===== src/include/dcr_pkg.sv =====
// Shared types and constants for the DDR2 command, refresh and column access block.
// Assumes the command pins are already registered on the rising edge of core_clk.
package dcr_pkg;

	// ------------------------------------------------------------
	// Geometry
	// ------------------------------------------------------------
	localparam int unsigned NUM_BANKS  = 4;
	localparam int unsigned BANK_W     = 2;
	localparam int unsigned ADDR_W     = 12;
	localparam int unsigned COL_W      = 9;
	localparam int unsigned ROW_W      = 12;
	localparam int unsigned AP_BIT     = 10;
	localparam int unsigned GRP4_LSB   = 2;
	localparam int unsigned GRP8_LSB   = 3;
	localparam int unsigned AL_MAX     = 6;
	localparam int unsigned LAT_W      = 4;
	localparam int unsigned CNT_W      = 5;

	// ------------------------------------------------------------
	// Timing
	// ------------------------------------------------------------
	localparam int unsigned CLK_PERIOD_PS  = 4000;
	localparam int unsigned SR_TICK_NS     = 7800;
	// Longest interval: rounds down to whole cycles
	localparam int unsigned SR_TICK_CYC    = (SR_TICK_NS * 1000) / CLK_PERIOD_PS;
	localparam int unsigned SR_TICK_W      = 12;
	localparam logic [2:0]  HALF_BL4       = 3'h2;
	localparam logic [2:0]  HALF_BL8       = 3'h4;
	localparam logic [1:0]  LAST_PAIR_BL4  = 2'h1;
	localparam logic [1:0]  LAST_PAIR_BL8  = 2'h3;

	// ------------------------------------------------------------
	// Types
	// ------------------------------------------------------------
	typedef struct packed {
		logic cs_n;
		logic ras_n;
		logic cas_n;
		logic we_n;
	} dcr_pins_t;

	typedef struct packed {
		logic [2:0] al;
		logic [2:0] cl;
		logic [2:0] wr;
		logic       bl8;
		logic       interleave;
	} dcr_mode_t;

	typedef struct packed {
		logic              valid;
		logic              write;
		logic              auto_pre;
		logic [BANK_W-1:0] bank;
		logic [COL_W-1:0]  col;
	} dcr_col_t;

	typedef enum logic [2:0] {
		CMD_NOP,
		CMD_ACT,
		CMD_RD,
		CMD_WR,
		CMD_PRE,
		CMD_REF,
		CMD_MRS
	} dcr_cmd_t;

	typedef enum logic {
		PWR_NORMAL,
		PWR_SELF
	} dcr_pwr_t;

endpackage : dcr_pkg


===== src/design/dcr_core.sv =====
// DDR2 device-side command decoder, bank tracker, posted column queue,
// auto-precharge timers, refresh counter, self refresh control and burst order.
// Assumes a controller that keeps its own timing rules (tRCD, tRFC, tCCD, tXSNR).
`timescale 1ns/1ps

// Functional notes
// - Read with A10 high precharges its bank AL plus BL/2 cycles later.
// - A10 high selects auto-precharge; A10 low leaves the row open.
// - Write with A10 high precharges after burst end plus write recovery.
// - Precharge encoding with A10 high idles every bank, bank bits ignored.
// - Refresh with CKE low enters self refresh; only CKE is watched there.
// - DLL turns off entering self refresh and back on when leaving.
// - In self refresh the clock is gated and an internal timer refreshes.
// - Refresh with CKE high uses the internal row counter, inputs ignored.
// - Refresh idles all banks; controller spaces next command by tRFC.
// - NOP encoding takes no action, same as deselect.
// - CS high disables the decoder entirely.
// - Bursts stay inside aligned groups of four or eight columns.
// - Column commands accepted any time after activate, issued AL later.
// - Read latency is AL plus CL; write latency is one less.
// - Additive latency settings zero through six are supported.
// - BL8 interleave fully; BL8 sequential wraps inside each nibble.
module dcr_core
	import dcr_pkg::*;
(
	input  wire logic                  core_clk,
	input  wire logic                  rst,
	input  wire logic                  clk_en,
	input  wire logic                  cke,
	input  wire dcr_pins_t             pins,
	input  wire logic [BANK_W-1:0]     ba,
	input  wire logic [ADDR_W-1:0]     addr,
	input  wire dcr_mode_t             mode,
	output logic [NUM_BANKS-1:0]       bank_active,
	output logic                       self_refresh,
	output logic                       dll_on,
	output logic                       int_clk_on,
	output logic                       refresh_pulse,
	output logic [ROW_W-1:0]           refresh_row,
	output dcr_col_t                   col_issue,
	output logic                       burst_valid,
	output logic                       burst_write,
	output logic [COL_W-1:0]           burst_col_even,
	output logic [COL_W-1:0]           burst_col_odd,
	output logic [LAT_W-1:0]           read_lat,
	output logic [LAT_W-1:0]           write_lat
);

	// ------------------------------------------------------------
	// Functions
	// ------------------------------------------------------------
	function automatic dcr_cmd_t dcr_decode(input dcr_pins_t p);
		dcr_cmd_t c;
		c = CMD_NOP;
		if (!p.cs_n) begin
			case ({p.ras_n, p.cas_n, p.we_n})
				3'h3:    c = CMD_ACT;
				3'h5:    c = CMD_RD;
				3'h4:    c = CMD_WR;
				3'h2:    c = CMD_PRE;
				3'h1:    c = CMD_REF;
				3'h0:    c = CMD_MRS;
				default: c = CMD_NOP;
			endcase
		end
		return c;
	endfunction : dcr_decode

	// Column of beat idx within the aligned group of the start column
	function automatic logic [COL_W-1:0] dcr_beat(input logic [COL_W-1:0] start, input logic [2:0] idx,
	                                              input logic bl8, input logic il);
		logic [COL_W-1:0] c;
		logic [1:0]       low;
		c   = start;
		low = il ? (start[1:0] ^ idx[1:0]) : (start[1:0] + idx[1:0]);
		c[1:0] = low;
		if (bl8) begin
			c[2] = start[2] ^ idx[2];
		end
		return c;
	endfunction : dcr_beat

	// ------------------------------------------------------------
	// Command decode and power state
	// ------------------------------------------------------------
	dcr_cmd_t cmd_raw;
	dcr_cmd_t cmd_now;
	dcr_pwr_t pwr;
	logic     cke_prev;
	logic     sr_enter;
	logic     sr_exit;
	logic     col_cmd;

	assign cmd_raw  = dcr_decode(pins);
	assign sr_enter = (pwr == PWR_NORMAL) && cke_prev && !cke && (cmd_raw == CMD_REF);
	assign sr_exit  = (pwr == PWR_SELF) && cke;
	// Only CKE counts while self refreshing; both edges of CKE block decoding
	assign cmd_now  = ((pwr == PWR_NORMAL) && cke && cke_prev) ? cmd_raw : CMD_NOP;
	assign col_cmd  = (cmd_now == CMD_RD) || (cmd_now == CMD_WR);

	always_ff @(posedge core_clk) begin
		if (rst) begin
			cke_prev <= 1'b0;
		end else if (clk_en) begin
			cke_prev <= cke;
		end
	end

	always_ff @(posedge core_clk) begin
		if (rst) begin
			pwr <= PWR_NORMAL;
		end else if (clk_en) begin
			case (pwr)
				PWR_NORMAL: if (sr_enter) begin
					pwr <= PWR_SELF;
				end
				PWR_SELF: if (sr_exit) begin
					pwr <= PWR_NORMAL;
				end
				default: pwr <= PWR_NORMAL;
			endcase
		end
	end

	assign self_refresh = (pwr == PWR_SELF);
	assign dll_on       = (pwr == PWR_NORMAL);
	assign int_clk_on   = (pwr == PWR_NORMAL);

	// ------------------------------------------------------------
	// Refresh row counter and self refresh timer
	// ------------------------------------------------------------
	logic [SR_TICK_W-1:0] sr_timer;
	logic                 sr_tick;

	assign sr_tick = (pwr == PWR_SELF) && (sr_timer == SR_TICK_W'(SR_TICK_CYC - 1));

	always_ff @(posedge core_clk) begin
		if (rst) begin
			sr_timer <= '0;
		end else if (clk_en) begin
			if (pwr != PWR_SELF || sr_tick) begin
				sr_timer <= '0;
			end else begin
				sr_timer <= sr_timer + 1'b1;
			end
		end
	end

	always_ff @(posedge core_clk) begin
		if (rst) begin
			refresh_row   <= '0;
			refresh_pulse <= 1'b0;
		end else if (clk_en) begin
			refresh_pulse <= (cmd_now == CMD_REF) || sr_tick;
			// Address pins never reach the row counter
			if ((cmd_now == CMD_REF) || sr_tick) begin
				refresh_row <= refresh_row + 1'b1;
			end
		end else begin
			refresh_pulse <= 1'b0;
		end
	end

	// ------------------------------------------------------------
	// Auto-precharge timers
	// ------------------------------------------------------------
	logic [CNT_W-1:0] ap_cnt [NUM_BANKS];
	logic [NUM_BANKS-1:0] ap_fire;
	logic [CNT_W-1:0] half_bl;
	logic [CNT_W-1:0] rd_ap_delay;
	logic [CNT_W-1:0] wr_ap_delay;

	assign half_bl     = CNT_W'(mode.bl8 ? HALF_BL8 : HALF_BL4);
	assign rd_ap_delay = CNT_W'(mode.al) + half_bl;
	// Write latency, burst and write recovery all counted from the command edge
	assign wr_ap_delay = CNT_W'(mode.al) + CNT_W'(mode.cl) - 1'b1 + half_bl + CNT_W'(mode.wr);

	always_ff @(posedge core_clk) begin
		if (rst) begin
			for (int b = 0; b < NUM_BANKS; b++) begin
				ap_cnt[b] <= '0;
			end
		end else if (clk_en) begin
			for (int b = 0; b < NUM_BANKS; b++) begin
				if (col_cmd && addr[AP_BIT] && (ba == BANK_W'(b))) begin
					ap_cnt[b] <= (cmd_now == CMD_RD) ? rd_ap_delay : wr_ap_delay;
				end else if ((cmd_now == CMD_PRE && addr[AP_BIT]) || cmd_now == CMD_REF) begin
					ap_cnt[b] <= '0;
				end else if (ap_cnt[b] != '0) begin
					ap_cnt[b] <= ap_cnt[b] - 1'b1;
				end
			end
		end
	end

	always_comb begin
		for (int b = 0; b < NUM_BANKS; b++) begin
			ap_fire[b] = (ap_cnt[b] == CNT_W'(1));
		end
	end

	// ------------------------------------------------------------
	// Bank state
	// ------------------------------------------------------------
	always_ff @(posedge core_clk) begin
		if (rst) begin
			bank_active <= '0;
		end else if (clk_en) begin
			if (cmd_now == CMD_REF || (cmd_now == CMD_PRE && addr[AP_BIT])) begin
				bank_active <= '0;
			end else begin
				for (int b = 0; b < NUM_BANKS; b++) begin
					if (cmd_now == CMD_ACT && ba == BANK_W'(b)) begin
						bank_active[b] <= 1'b1;
					end else if (ap_fire[b] || (cmd_now == CMD_PRE && ba == BANK_W'(b))) begin
						bank_active[b] <= 1'b0;
					end
				end
			end
		end
	end

	// ------------------------------------------------------------
	// Posted column queue
	// ------------------------------------------------------------
	dcr_col_t col_in;
	dcr_col_t col_pipe [AL_MAX];
	dcr_col_t next_col_issue;

	always_comb begin
		col_in          = '0;
		col_in.valid    = col_cmd;
		col_in.write    = (cmd_now == CMD_WR);
		col_in.auto_pre = addr[AP_BIT];
		col_in.bank     = ba;
		col_in.col      = addr[COL_W-1:0];
	end

	// No bank state check here: the command waits AL cycles before use
	assign next_col_issue = (mode.al == 3'h0) ? col_in : col_pipe[mode.al - 3'h1];

	always_ff @(posedge core_clk) begin
		if (rst) begin
			for (int i = 0; i < AL_MAX; i++) begin
				col_pipe[i] <= '0;
			end
			col_issue <= '0;
		end else if (clk_en) begin
			col_pipe[0] <= col_in;
			for (int i = 1; i < AL_MAX; i++) begin
				col_pipe[i] <= col_pipe[i-1];
			end
			col_issue <= next_col_issue;
		end
	end

	always_ff @(posedge core_clk) begin
		if (rst) begin
			read_lat  <= '0;
			write_lat <= '0;
		end else if (clk_en) begin
			read_lat  <= LAT_W'(mode.al) + LAT_W'(mode.cl);
			write_lat <= LAT_W'(mode.al) + LAT_W'(mode.cl) - 1'b1;
		end
	end

	// ------------------------------------------------------------
	// Burst column order
	// ------------------------------------------------------------
	logic [COL_W-1:0] burst_start;
	logic [1:0]       burst_pair;
	logic             burst_bl8;
	logic             burst_il;
	logic [1:0]       next_pair;

	assign next_pair = burst_pair + 1'b1;

	// A new column restarts the burst, which is how an allowed BL8 interrupt lands
	always_ff @(posedge core_clk) begin
		if (rst) begin
			burst_valid    <= 1'b0;
			burst_write    <= 1'b0;
			burst_start    <= '0;
			burst_pair     <= '0;
			burst_bl8      <= 1'b0;
			burst_il       <= 1'b0;
			burst_col_even <= '0;
			burst_col_odd  <= '0;
		end else if (clk_en) begin
			if (next_col_issue.valid) begin
				burst_valid    <= 1'b1;
				burst_write    <= next_col_issue.write;
				burst_start    <= next_col_issue.col;
				burst_pair     <= '0;
				burst_bl8      <= mode.bl8;
				burst_il       <= mode.interleave;
				burst_col_even <= dcr_beat(next_col_issue.col, 3'h0, mode.bl8, mode.interleave);
				burst_col_odd  <= dcr_beat(next_col_issue.col, 3'h1, mode.bl8, mode.interleave);
			end else if (burst_valid) begin
				if (burst_pair == (burst_bl8 ? LAST_PAIR_BL8 : LAST_PAIR_BL4)) begin
					burst_valid <= 1'b0;
				end else begin
					burst_pair     <= next_pair;
					burst_col_even <= dcr_beat(burst_start, {next_pair, 1'b0}, burst_bl8, burst_il);
					burst_col_odd  <= dcr_beat(burst_start, {next_pair, 1'b1}, burst_bl8, burst_il);
				end
			end
		end
	end

	// ------------------------------------------------------------
	// Assertions
	// ------------------------------------------------------------
	a_prea_idles_all: assert property (@(posedge core_clk) disable iff (rst)
		(clk_en && cmd_now == CMD_PRE && addr[AP_BIT]) |=> (bank_active == '0))
		else $error("precharge all left a bank active");

	a_ref_row_step: assert property (@(posedge core_clk) disable iff (rst)
		(clk_en && cmd_now == CMD_REF) |=> (bank_active == '0) && (refresh_row == $past(refresh_row) + 1'b1))
		else $error("refresh did not idle banks or step the row counter");

	a_sr_dll_off: assert property (@(posedge core_clk) disable iff (rst)
		(clk_en && sr_enter) |=> (self_refresh && !dll_on && !int_clk_on))
		else $error("self refresh entry did not stop dll and clock");

	a_sr_holds: assert property (@(posedge core_clk) disable iff (rst)
		(self_refresh && !cke) |=> (self_refresh && $stable(bank_active) && !col_in.valid))
		else $error("self refresh left or reacted to inputs while cke low");

	a_nop_no_action: assert property (@(posedge core_clk) disable iff (rst)
		(clk_en && cmd_now == CMD_NOP && ap_fire == '0) |=> $stable(bank_active))
		else $error("nop or deselect changed bank state");

	a_rd_ap_timing: assert property (@(posedge core_clk) disable iff (rst)
		(clk_en && cmd_now == CMD_RD && addr[AP_BIT] && mode.al == 3'h0 && !mode.bl8) ##1
		(clk_en && cmd_now == CMD_NOP) ##1 (clk_en && cmd_now != CMD_ACT) |=> !bank_active[$past(ba, 3)])
		else $error("read auto precharge not at AL plus BL/2");

	a_posted_col: assert property (@(posedge core_clk) disable iff (rst)
		(clk_en && col_cmd && mode.al == 3'h2) ##1 clk_en[*2] |=>
		(col_issue.valid && col_issue.col == $past(addr[COL_W-1:0], 3)))
		else $error("posted column not issued after additive latency");

	a_lat_relation: assert property (@(posedge core_clk) disable iff (rst)
		clk_en |=> (read_lat == LAT_W'($past(mode.al)) + LAT_W'($past(mode.cl))) && (write_lat == read_lat - 1'b1))
		else $error("read or write latency wrong");

	a_burst_group: assert property (@(posedge core_clk) disable iff (rst)
		(burst_valid && burst_bl8) |-> (burst_col_even[COL_W-1:GRP8_LSB] == burst_start[COL_W-1:GRP8_LSB]) &&
		(burst_col_odd[COL_W-1:GRP8_LSB] == burst_start[COL_W-1:GRP8_LSB]))
		else $error("burst left its aligned group");

	a_burst4_group: assert property (@(posedge core_clk) disable iff (rst)
		(burst_valid && !burst_bl8) |-> (burst_col_odd[COL_W-1:GRP4_LSB] == burst_start[COL_W-1:GRP4_LSB]))
		else $error("four beat burst left its group");

endmodule : dcr_core


===== config.mk =====
export PLATFORM = sky130hd
export DESIGN_NAME = dcr_core
export DESIGN_NICKNAME = d
export VERILOG_FILES = /design/src/include/dcr_pkg.sv /design/src/design/dcr_core.sv
export SDC_FILE = /design/constraint.sdc
export NUM_CORES = 1
export LEC_CHECK = 0
export BUFFER_PORTS_ARGS = -buffer_cell sky130_fd_sc_hd__buf_2
export CAP_MARGIN = 0
export CORE_MARGIN = 5
export CORE_UTILIZATION = 36
export DETAILED_ROUTE_END_ITERATION = 8
export GPL_TIMING_DRIVEN = 1
export PLACE_DENSITY = 0.53
export SYNTH_ARGS = -nofsm -noshare
export SYNTH_HDL_FRONTEND = slang
export SYNTH_SLANG_ARGS = --single-unit

===== constraint.sdc =====
create_clock -name core_clk -period 2.9 [get_ports core_clk]
set_clock_uncertainty 0.1 [all_clocks]
set_input_delay 0.145 -clock core_clk [delete_from_list [all_inputs] [get_ports core_clk]]
set_output_delay 0.145 -clock core_clk [all_outputs]
set_load 0.1 [all_outputs]

==> results.md, run 1 <==
* Outcome: complete, no violations
* Post-synth ARST share at 0%
* Hold path depth at 3
* WP data required at 2.97 ns
* Number of global-route vias before repair at 6124
* Via-to-Cell Ratio at 5.02
* Ports at 95
* Yosys top cell by area: edfxtp_1
* Die width at 170 µm
* Syn. warnings at 0
* Startpoint types: primary input
* Die area at 28900 µm²
* WL final at 21.5 mm
* PortBufs at 92
* Largest net degree at the start of global routing at 90
* Vias at 6426
* Logic gate share of total power at 21.9%
* FF-to-FF End: burst_start[1]
* R2R depth at 7
* ANT nets after route at 0
* Syn Inst Count at 829
* Library cells used by synthesis at 66
* Wire per inst at 16.8 µm
* Relative slew slack at 51.2%
* Final setup vio count at 0
* Hold Crit Start: ba[1]
* P&R area growth vs syn at 17.9%
* Worst R2R Setup Slack at 0.40 ns
* Total Routing Usage GR at 15.1%
* GPL Wtd Cong at 0.806
* WHS at 0.0136 ns
* Die Y at 170 µm
* Int Pwr at 0.00459 W
* Critical Path AT at 2.87 ns
* Clock sink count at 183
* DP Wirelength at 15.1 mm
* Gr ovfl total at 0
* Reg-to-reg critical path startpoint: self_refresh
* CTS Root Buffer Type: clkbuf_16
* H-Tree Level Count at 4
* Number of synthesized flops with an enable pin at 104
* Worst Hold End: col_issue[10]
* Count leader, synth: edfxtp_1
* Final Critical Period at 2.80 ns
* Sw Pwr at 0.00219 W
* Peak supply drop at 370 µV
* Crit-path max FO at 3
* Max Clk Rate at 357 MHz
* Setup CP Type: primary input to flip-flop
* Hold WC Path Type: primary input to flip-flop
* Post-Synthesis Cell Area at 9220 µm²
* CTS tree: built
* Detailed Routing Iterations Pass 1 at 5
* Cell Rows at 58
* Worst-path clk slew at 0.07 ns
* #FFs+latches synth at 183
* Post-Syn Nets at 893
* Core ar. at 25200 µm²
* First DRT Iteration DRCs at 336
* First-pass GRT wire length at 34.6 mm
* Net Sw Frac at 32.3%
* Top post-synthesis cells by area: edfxtp_1 (34%), dfxtp_1 (17%), and2_1 (5.8%)
* PwrDens at 624 nW/µm²
* Slew Limit Fails at 0
* Seq pwr share at 45.0%
* Ratio of cells with drive above 1 in the final layout at 23.0%
* Post-synth top area share at 33.9%
* Worst Tran Pin Value at 0.732 ns
* Crit end category: flip-flop
* Register area share after synthesis at 51.0%
* # nets final at 1000
* Power share of the clock group at 33.2%
* Max_cap viols at 0
* Leak at 4.46 nW
* Clock Latency Late Sink at 0.44 ns
* Period utilization at 96.5%
* Final hold violations at 0
* CTS Buf Count at 17
* Commonest cells in the netlist: edfxtp_1 (104), nor2_1 (88), and2_1 (85)
* Dominant synthesized flop cell: edfxtp_1
* Mean Syn Cell Area at 11.1 µm²
* TNS Setup at 0 ns
* DRC at 0
* Initial antenna violation count at 3
* Starting Density at 36.6%
* CTS Buffer Depth at 2
==> power groups by stage <==
stage / clock [W] / combinational (W) / sequential, W
2_1_floorplan: 0 / 0.000794 / 0.00340
3_3_place_gp: 0 / 0.00146 / 0.00311
3_5_place_dp: 0 / 0.00146 / 0.00311
4_1_cts: 0.00230 / 0.00149 / 0.00305
5_1_grt: 0.00241 / 0.00162 / 0.00307
6_report: 0.00225 / 0.00148 / 0.00305
==> cell usage in the layout, fill, tap and decap left out, types with 6 or more instances in the layout <==
cell type,Yosys,final
dfxtp_1,79,78
mux2_2,15,14
nor2b_1,8,7
mux4_2,9,9
inv_1,39,34
and2_1,85,85
or3_1,6,6
nor2_1,88,87
ha_1,24,22
a22o_1,7,7
o221a_2,6,6
buf_4,12,31
nand3_1,23,23
fa_1,7,6
clkbuf_16,0,17
xor2_1,16,16
xnor2_1,18,17
buf_2,5,91
a211oi_1,12,12
o21ai_0,13,13
nor3_1,22,22
mux2i_1,34,34
dlygate4sd3_1,0,14
nand2_1,46,46
a21oi_1,30,29
edfxtp_1,104,104
nand2b_1,8,8
==> worst max-delay path by stage <==
stage	startpoint	end	slack, ns	cells after the start
6_report	mode[4]	ap_cnt[3][4]	0.10	16
5_1_grt	mode[4]	ap_cnt[0][4]	-0.006	15
4_1_cts	mode[4]	ap_cnt[0][4]	0.03	15
3_5_place_dp	mode[4]	ap_cnt[0][4]	-0.41	15
3_3_place_gp	mode[4]	ap_cnt[0][4]	-0.37	15
2_1_floorplan	mode[4]	ap_cnt[0][4]	-0.05	14
==> through the flow <==
step	instances	worst slack, ns	util (%)	power [W]	area [µm²]
after global placement	1232	-0.374	40.3	0.00456	10100
after detailed placement	1232	-0.414	40.3	0.00457	10100
after global routing	1280	-0.00621	43.2	0.00710	10900
after CTS	1278	0.0268	43.1	0.00683	10800
after floorplan	829	-0.0500	-	0.00419	9260
final	1280	0.102	43.2	0.00678	10900
==> cells by family (layout without fill, tap and decap cells) <==
logic type / Yosys count / after routing / share of synthesized area, %
buffers and inverters: 91 / 211 / 4.67
muxes: 64 / 64 / 9.31
adders and majority gates: 31 / 31 / 4.78
xor gates and xnor gates: 35 / 35 / 3.41
DFF: 183 / 183 / 51.0
other: 0 / 1 / 0
and+or+nand+nor: 313 / 313 / 17.6
AOI/OAI and AO/OA: 112 / 112 / 9.24
==> registers in the layout, summed over array words and instances (netlist names) <==
register        flops
col_pipe           84
ap_cnt             20
col_issue          14
refresh_row        12
sr_timer           12
burst_col_even      9
burst_start         9
bank_active         4
read_lat            4
write_lat           4
burst_col_odd       2
burst_pair          2
burst_bl8           1
burst_il            1
burst_valid         1
burst_write         1
cke_prev            1
refresh_pulse       1
self_refresh        1
==> final cells by class <==
type,count,area (µm²)
clock buffers,18,429
multi-input cells,555,4130
clock inverters,14,134
fillers,2379,14300
repair buffers,140,896
well taps,330,413
diodes,1,2.50
inverters,39,166
flip-flops and latches,183,4710
==> layer usage <==
layer | part of all wire, % | up-vias | GRT usage, %
li1 | - | 3168 | -
met1 | 51 | 3120 | 22.5
met2 | 44 | 118 | 22.8
met3 | 3.9 | 16 | 3.37
met4 | 0.78 | 4 | 3.02
met5 | 0.12 | - | 0
==> worst max-delay path: stages <==
cell	delay [ns]
clkbuf_4	0.14
inv_8	0.03
ha_4	0.25
inv_2	0.03
fa_1	0.52
inv_1	0.05
fa_1	0.48
inv_1	0.05
ha_2	0.16
fa_2	0.35
xnor2_2	0.17
a21oi_2	0.07
buf_4	0.14
buf_4	0.11
a21oi_1	0.13
nor2_1	0.05
==> repair_timing <==
item,CTS,global route
gates resized for setup,0,4
setup buffers,0,1
hold endpoints to repair,15,0
hold buffers,14,0
endpoints found under the setup margin,0,4
Power figures use the tool's default switching activity.
==> inputs of run 2 (changes only) <==
--- a/config.mk
+++ b/config.mk
@@ -8,10 +8,10 @@
 export BUFFER_PORTS_ARGS = -buffer_cell sky130_fd_sc_hd__buf_2
 export CAP_MARGIN = 0
 export CORE_MARGIN = 5
-export CORE_UTILIZATION = 36
+export CORE_UTILIZATION = 40
 export DETAILED_ROUTE_END_ITERATION = 8
 export GPL_TIMING_DRIVEN = 1
-export PLACE_DENSITY = 0.53
+export PLACE_DENSITY = 0.58
 export SYNTH_ARGS = -nofsm -noshare
 export SYNTH_HDL_FRONTEND = slang
 export SYNTH_SLANG_ARGS = --single-unit
==> run 2 against run 1 <==
  * Sequential share of layout area hardly changed
  * Cell area hardly changed
  * Die area is 9.4% lower
  * Via count is 1.3% lower
  * Core utilization is 4.8 points higher
  * Non-clock buffer count is 1 higher
  * Sequential cell count stayed put
  * Register-to-register slack better by 0.13 ns
  * Count of clock-buffer cells in the layout is 1 lower
  * Critical endpoint is now ap_cnt[2][4]
  * Largest cell class unchanged
  * Largest power group unchanged
==> results.md, run 2 (same netlist as run 1, synthesis figures left out) <==
* Outcome: complete, no violations (unchanged)
* Final setup vio count at 0 (unchanged)
* Relative slew slack at 52.0% (was 51.2%)
* # nets final at 1001 (was 1000)
* Die Y at 162 µm (was 170 µm)
* Crit end category: flip-flop (unchanged)
* Number of global-route vias before repair at 6002 (was 6124)
* Starting Density at 40.7% (was 36.6%)
* GRT busiest layer: met2 (unchanged)
* Max Clk Rate at 358 MHz (was 357 MHz)
* Worst R2R Setup Slack at 0.53 ns (was 0.40 ns)
* Largest net degree at the start of global routing at 90 (unchanged)
* PwrDens at 631 nW/µm² (was 624 nW/µm²)
* RSZ-0062 raised after global routing: false
* WL final at 20.8 mm (was 21.5 mm)
* Hold WC Path Type: primary input to flip-flop (unchanged)
* Ratio of cells with drive above 1 in the final layout at 23.2% (was 23.0%)
* Die width at 162 µm (was 170 µm)
* FILL cells at 2082 (was 2379)
* Startpoint types: primary input (unchanged)
* CTS Buffer Depth at 2 (unchanged)
* Via-to-Cell Ratio at 5.14 (was 5.02)
* First-pass GRT wire length at 33.1 mm (was 34.6 mm)
* GRT met3 Usage at 3.37% (about the same)
* GPL Wtd Cong at 0.785 (was 0.806)
* Period utilization at 96.4% (was 96.5%)
* Initial antenna violation count at 0 (was 3)
* Ports at 95 (unchanged)
* Max reg flops at 84 (unchanged)
* Peak supply drop at 381 µV (was 370 µV)
* Top Registers: col_pipe: 84 flops, ap_cnt: 20 flops, col_issue: 14 flops (unchanged)
* Global routing usage on met2 at 23.8% (was 22.8%)
* CTS Buf Count at 17 (unchanged)
* Diodes inserted at 0 (was 1)
* Wire per inst at 16.8 µm (about the same)
* P&R area growth vs syn at 17.9% (about the same)
* Core ar. at 22600 µm² (was 25200 µm²)
* Detailed Routing Iterations Pass 1 at 5 (unchanged)
* Clock sink count at 183 (unchanged)
* WP data required at 2.99 ns (was 2.97 ns)
* Setup CP Type: primary input to flip-flop (unchanged)
* Gr ovfl total at 0 (unchanged)
* ANT nets after route at 0 (unchanged)
* Post-layout util at 48.0% (was 43.2%)
* CTS Root Buffer Type: clkbuf_16 (unchanged)
* Cell area after layout at 10900 µm² (about the same)
* Cell Rows at 55 (was 58)
* DP Wirelength at 14.6 mm (was 15.1 mm)
* Commonest cells after routing, fill and taps aside: edfxtp_1 (104), buf_2 (92), nor2_1 (88) (was edfxtp_1 (104), buf_2 (91), nor2_1 (87))
* Pre-CTS setup slack at -0.387 ns (was -0.414 ns)
* Clock Latency Late Sink at 0.44 ns (about the same)
* Die area at 26200 µm² (was 28900 µm²)
* Final Critical Period at 2.80 ns (about the same)
* Worst Tran Pin Value at 0.720 ns (was 0.732 ns)
* Slew Limit Fails at 0 (unchanged)
* Worst-path clk slew at 0.08 ns (was 0.07 ns)
* Final hold violations at 0 (unchanged)
* Placed inst area at 10100 µm² (about the same)
* PortBufs at 92 (unchanged)
* First DRT Iteration DRCs at 501 (was 336)
* Total Routing Usage GR at 15.9% (was 15.1%)
* CTS tree: built (unchanged)
* Leak at 4.49 nW (was 4.46 nW)
* Met1 usage in global routing at 23.7% (was 22.5%)
* Final WS setup at 0.105 ns (was 0.102 ns)
* H-Tree Level Count at 4 (unchanged)
* Critical Path AT at 2.88 ns (was 2.87 ns)
* Commonest non-fill, non-tap cell in the layout: edfxtp_1 (unchanged)
* Max_cap viols at 0 (unchanged)
* Vias at 6343 (was 6426)
* Crit-path max FO at 3 (unchanged)
* Total power at 0.00686 W (was 0.00678 W)
* Top reg by flops: col_pipe (unchanged)
* DRC at 0 (unchanged)
run 2: timing repair:
| action | 4_1_cts | 5_1_grt |
|---|---|---|
| setup endpoints to repair | 0 | 3 |
| setup buffers | 0 | 1 |
| resized for setup | 0 | 1 |
| hold buffers | 13 | 0 |
| hold endpoints to repair | 14 | 0 |
run 2: final timing paths:
kind / from / to / cells past startpoint
setup / recovery: mode[4] / ap_cnt[2][4] / 15
hold reg to reg: burst_il / burst_il / 2
setup reg to reg: sr_timer[0] / refresh_row[3] / 6
hold / removal: ba[1] / col_issue[10] / 3
run 2: metrics by stage:
stage                     TNS, ns  std cells  hold WS, ns
after global placement      -1.74       1189        0.330
after CTS                       0       1234      0.00232
after detailed placement    -2.18       1189        0.344
after floorplan           -0.0881        829        0.192
final                           0       1235       0.0104
after global routing            0       1235       0.0373
run 2: worst max-delay path, stage by stage:
cell     delay (ns)
buf_2          0.13
inv_8          0.03
ha_4           0.25
inv_2          0.03
fa_1           0.52
inv_1          0.05
fa_1           0.47
inv_1          0.04
ha_2           0.17
fa_2           0.35
xnor2_1        0.27
a21oi_2        0.08
nor2b_1        0.14
a31oi_1        0.14
nor3_1         0.06
run 2: layer usage:
layer | up-vias | part of all wire (%)
met4 | 0 | 0.62
met3 | 8 | 3.6
met2 | 114 | 45
li1 | 3160 | -
met5 | - | 0
met1 | 3061 | 51
run 2: power by group:
group          internal (W)  switching [W]
sequential          0.00294       0.000110
combinational      0.000517       0.000962
clock               0.00117        0.00116
run 2: area by class of cell:
type | instances | area (µm²) | share of cell area (%)
Timing Repair Buffer | 141 | 911 | 8.38
Clock buffer | 17 | 425 | 3.91
Inverter | 39 | 166 | 1.53
Tap cell | 285 | 357 | 3.28
Sequential cell | 183 | 4710 | 43.3
Clock inverter | 15 | 184 | 1.69
Multi-Input combinational cell | 555 | 4120 | 37.9
==> inputs of run 3 (changes only) <==
--- a/config.mk
+++ b/config.mk
@@ -7,11 +7,13 @@
 export LEC_CHECK = 0
 export BUFFER_PORTS_ARGS = -buffer_cell sky130_fd_sc_hd__buf_2
 export CAP_MARGIN = 0
+export CELL_PAD_IN_SITES_DETAIL_PLACEMENT = 1
+export CELL_PAD_IN_SITES_GLOBAL_PLACEMENT = 1
 export CORE_MARGIN = 5
 export CORE_UTILIZATION = 40
 export DETAILED_ROUTE_END_ITERATION = 8
 export GPL_TIMING_DRIVEN = 1
-export PLACE_DENSITY = 0.58
+export PLACE_DENSITY = 0.7
 export SYNTH_ARGS = -nofsm -noshare
 export SYNTH_HDL_FRONTEND = slang
 export SYNTH_SLANG_ARGS = --single-unit
==> run 3 against run 2 <==
  * Global-route usage is 2.0 points higher
  * Non-clock buffer count rose by 1
  * Setup slack improved by 0.0081 ns
  * Final cell count hardly changed
  * Core utilization about the same
  * Sequential power about the same
  * Register-to-register slack worse by 0.18 ns
  * Count of clock-buffer cells in the layout did not move
  * Highest routed layer is now met5
==> results.md, run 3 (same netlist as run 1, synthesis figures left out) <==
* Die width at 162 µm (unchanged)
* P&R area growth vs syn at 17.8% (was 17.9%)
* GPL Wtd Cong at 0.824 (was 0.785)
* Total Routing Usage GR at 17.9% (was 15.9%)
* Worst-path clk slew at 0.07 ns (was 0.08 ns)
* Cell Rows at 55 (unchanged)
* Crit-path max FO at 3 (unchanged)
* Ports at 95 (unchanged)
* Post CTS Setup Buffer Count at 0 (unchanged)
* Final hold violations at 0 (unchanged)
* DRC at 0 (unchanged)
* Top Registers: col_pipe: 84 flops, ap_cnt: 20 flops, col_issue: 14 flops (unchanged)
* Worst path cell trace: buf_4 -> inv_8 -> ha_4 -> inv_2 -> fa_1 -> inv_1 -> fa_1 -> inv_1 -> ha_2 -> fa_2 -> xnor2_2 -> a21oi_2 -> nand2_1 -> mux2_4 -> nor2_4 (was buf_2 -> inv_8 -> ha_4 -> inv_2 -> fa_1 -> inv_1 -> fa_1 -> inv_1 -> ha_2 -> fa_2 -> xnor2_1 -> a21oi_2 -> nor2b_1 -> a31oi_1 -> nor3_1)
* Die area at 26200 µm² (unchanged)
* Max reg flops at 84 (unchanged)
* CTS Buf Count at 17 (unchanged)
* First-pass GRT wire length at 37.3 mm (was 33.1 mm)
* Hold WC Path Type: primary input to flip-flop (unchanged)
* Total power at 0.00696 W (was 0.00686 W)
* Gr ovfl total at 0 (unchanged)
* Detailed Routing Iterations Pass 1 at 4 (was 5)
* Relative slew slack at 52.3% (was 52.0%)
* Slew Limit Fails at 0 (unchanged)
* Clock sink count at 183 (unchanged)
* Final WS setup at 0.113 ns (was 0.105 ns)
* Placed instance count at 1189 (unchanged)
* Crit path largest cell delay at 0.53 ns (was 0.52 ns)
* Worst Tran Pin Value at 0.709 ns (was 0.720 ns)
* Commonest cells after routing, fill and taps aside: edfxtp_1 (104), buf_2 (90), nor2_1 (87) (was edfxtp_1 (104), buf_2 (92), nor2_1 (88))
* Starting Density at 40.7% (unchanged)
* Largest net degree at the start of global routing at 43 (was 90)
* WP data required at 3.10 ns (was 2.99 ns)
* Max Clk Rate at 359 MHz (was 358 MHz)
* Critical path buffer and inverter count at 5 (unchanged)
* Pre-CTS setup slack at -0.448 ns (was -0.387 ns)
* Outcome: complete, no violations (unchanged)
* Crit end category: flip-flop (unchanged)
* Ratio of cells with drive above 1 in the final layout at 23.2% (about the same)
* Post-Layout Cell Count at 1236 (was 1235)
* Wire per inst at 18.7 µm (was 16.8 µm)
* First DRT Iteration DRCs at 383 (was 501)
* Peak supply drop at 416 µV (was 381 µV)
* CTS tree: built (unchanged)
* CTS Buffer Depth at 2 (unchanged)
* ANT nets after route at 0 (unchanged)
* WL final at 23.1 mm (was 20.8 mm)
* Number of global-route vias before repair at 6834 (was 6002)
* DP Wirelength at 16.5 mm (was 14.6 mm)
* Die Y at 162 µm (unchanged)
* Leak at 4.50 nW (was 4.49 nW)
* Max_cap viols at 0 (unchanged)
* Critical Path AT at 2.99 ns (was 2.88 ns)
* Slowest stage cell, crit path: fa_1 (unchanged)
* Vias at 6578 (was 6343)
* Cell family with most CP delay: adder cells (unchanged)
* Core ar. at 22600 µm² (unchanged)
* Top reg by flops: col_pipe (unchanged)
* FILL cells at 2472 (was 2082)
* Final setup vio count at 0 (unchanged)
* Setup CP Type: primary input to flip-flop (unchanged)
* PwrDens at 640 nW/µm² (was 631 nW/µm²)
* Startpoint types: primary input (unchanged)
* PortBufs at 92 (unchanged)
* Clock Latency Late Sink at 0.44 ns (about the same)
* # nets final at 1002 (was 1001)
* H-Tree Level Count at 4 (unchanged)
* Final Critical Period at 2.79 ns (was 2.80 ns)
* Via-to-Cell Ratio at 5.32 (was 5.14)
* Diodes inserted at 0 (unchanged)
* Period utilization at 96.1% (was 96.4%)
* Initial antenna violation count at 1 (was 0)
* CTS Root Buffer Type: clkbuf_16 (unchanged)
* Commonest non-fill, non-tap cell in the layout: edfxtp_1 (unchanged)
## run 3: path summary, 6_finish.rpt
| kind | depth (start not counted) | start | slack [ns] | end |
|---|---|---|---|---|
| max | 15 | mode[4] | 0.11 | ap_cnt[0][4] |
| min | 2 | pins[0] | 0.06 | col_pipe[0][12] |
| max reg2reg | 7 | self_refresh | 0.35 | burst_col_even[2] |
| min reg2reg | 2 | burst_il | 0.36 | burst_il |
## run 3: timing repair
action,4_1_cts,5_1_grt
hold endpoints to repair,18,0
endpoints found under the setup margin,0,5
gates resized for setup,0,6
hold buffers,15,0
## run 3: where the power goes
part	internal, W	switching, W
clock	0.00127	0.00114
combinational	0.000515	0.000983
sequential	0.00294	0.000116
## run 3: area by class of cell
type | count | area, µm² | share of cell area [%]
Clock inverter | 15 | 175 | 1.61
Inverter | 39 | 166 | 1.53
Timing Repair Buffer | 142 | 903 | 8.31
Sequential cell | 183 | 4710 | 43.3
Tap cell | 285 | 357 | 3.28
Clock buffer | 17 | 425 | 3.92
Multi-Input combinational cell | 555 | 4130 | 38.0
## run 3: through the flow
stage	area (µm²)	utilization [%]	hold slack [ns]	setup TNS [ns]
global route	10900	48.0	0.0506	-0.00118
CTS	10800	47.9	0.0243	0
finish	10900	48.0	0.0645	0
detailed placement	10100	44.6	0.351	-2.72
global placement	10100	44.6	0.345	-1.91
floorplan	9260	-	0.192	-0.0881
## run 3: per-layer routing
| metal | wire length [µm] | up-vias | global-route usage (%) |
|---|---|---|---|
| met5 | 20 | - | 0 |
| met2 | 10800 | 101 | 28.6 |
| met1 | 11100 | 3286 | 24.7 |
| met3 | 804 | 27 | 3.65 |
| li1 | - | 3162 | - |
| met4 | 354 | 2 | 5.19 |
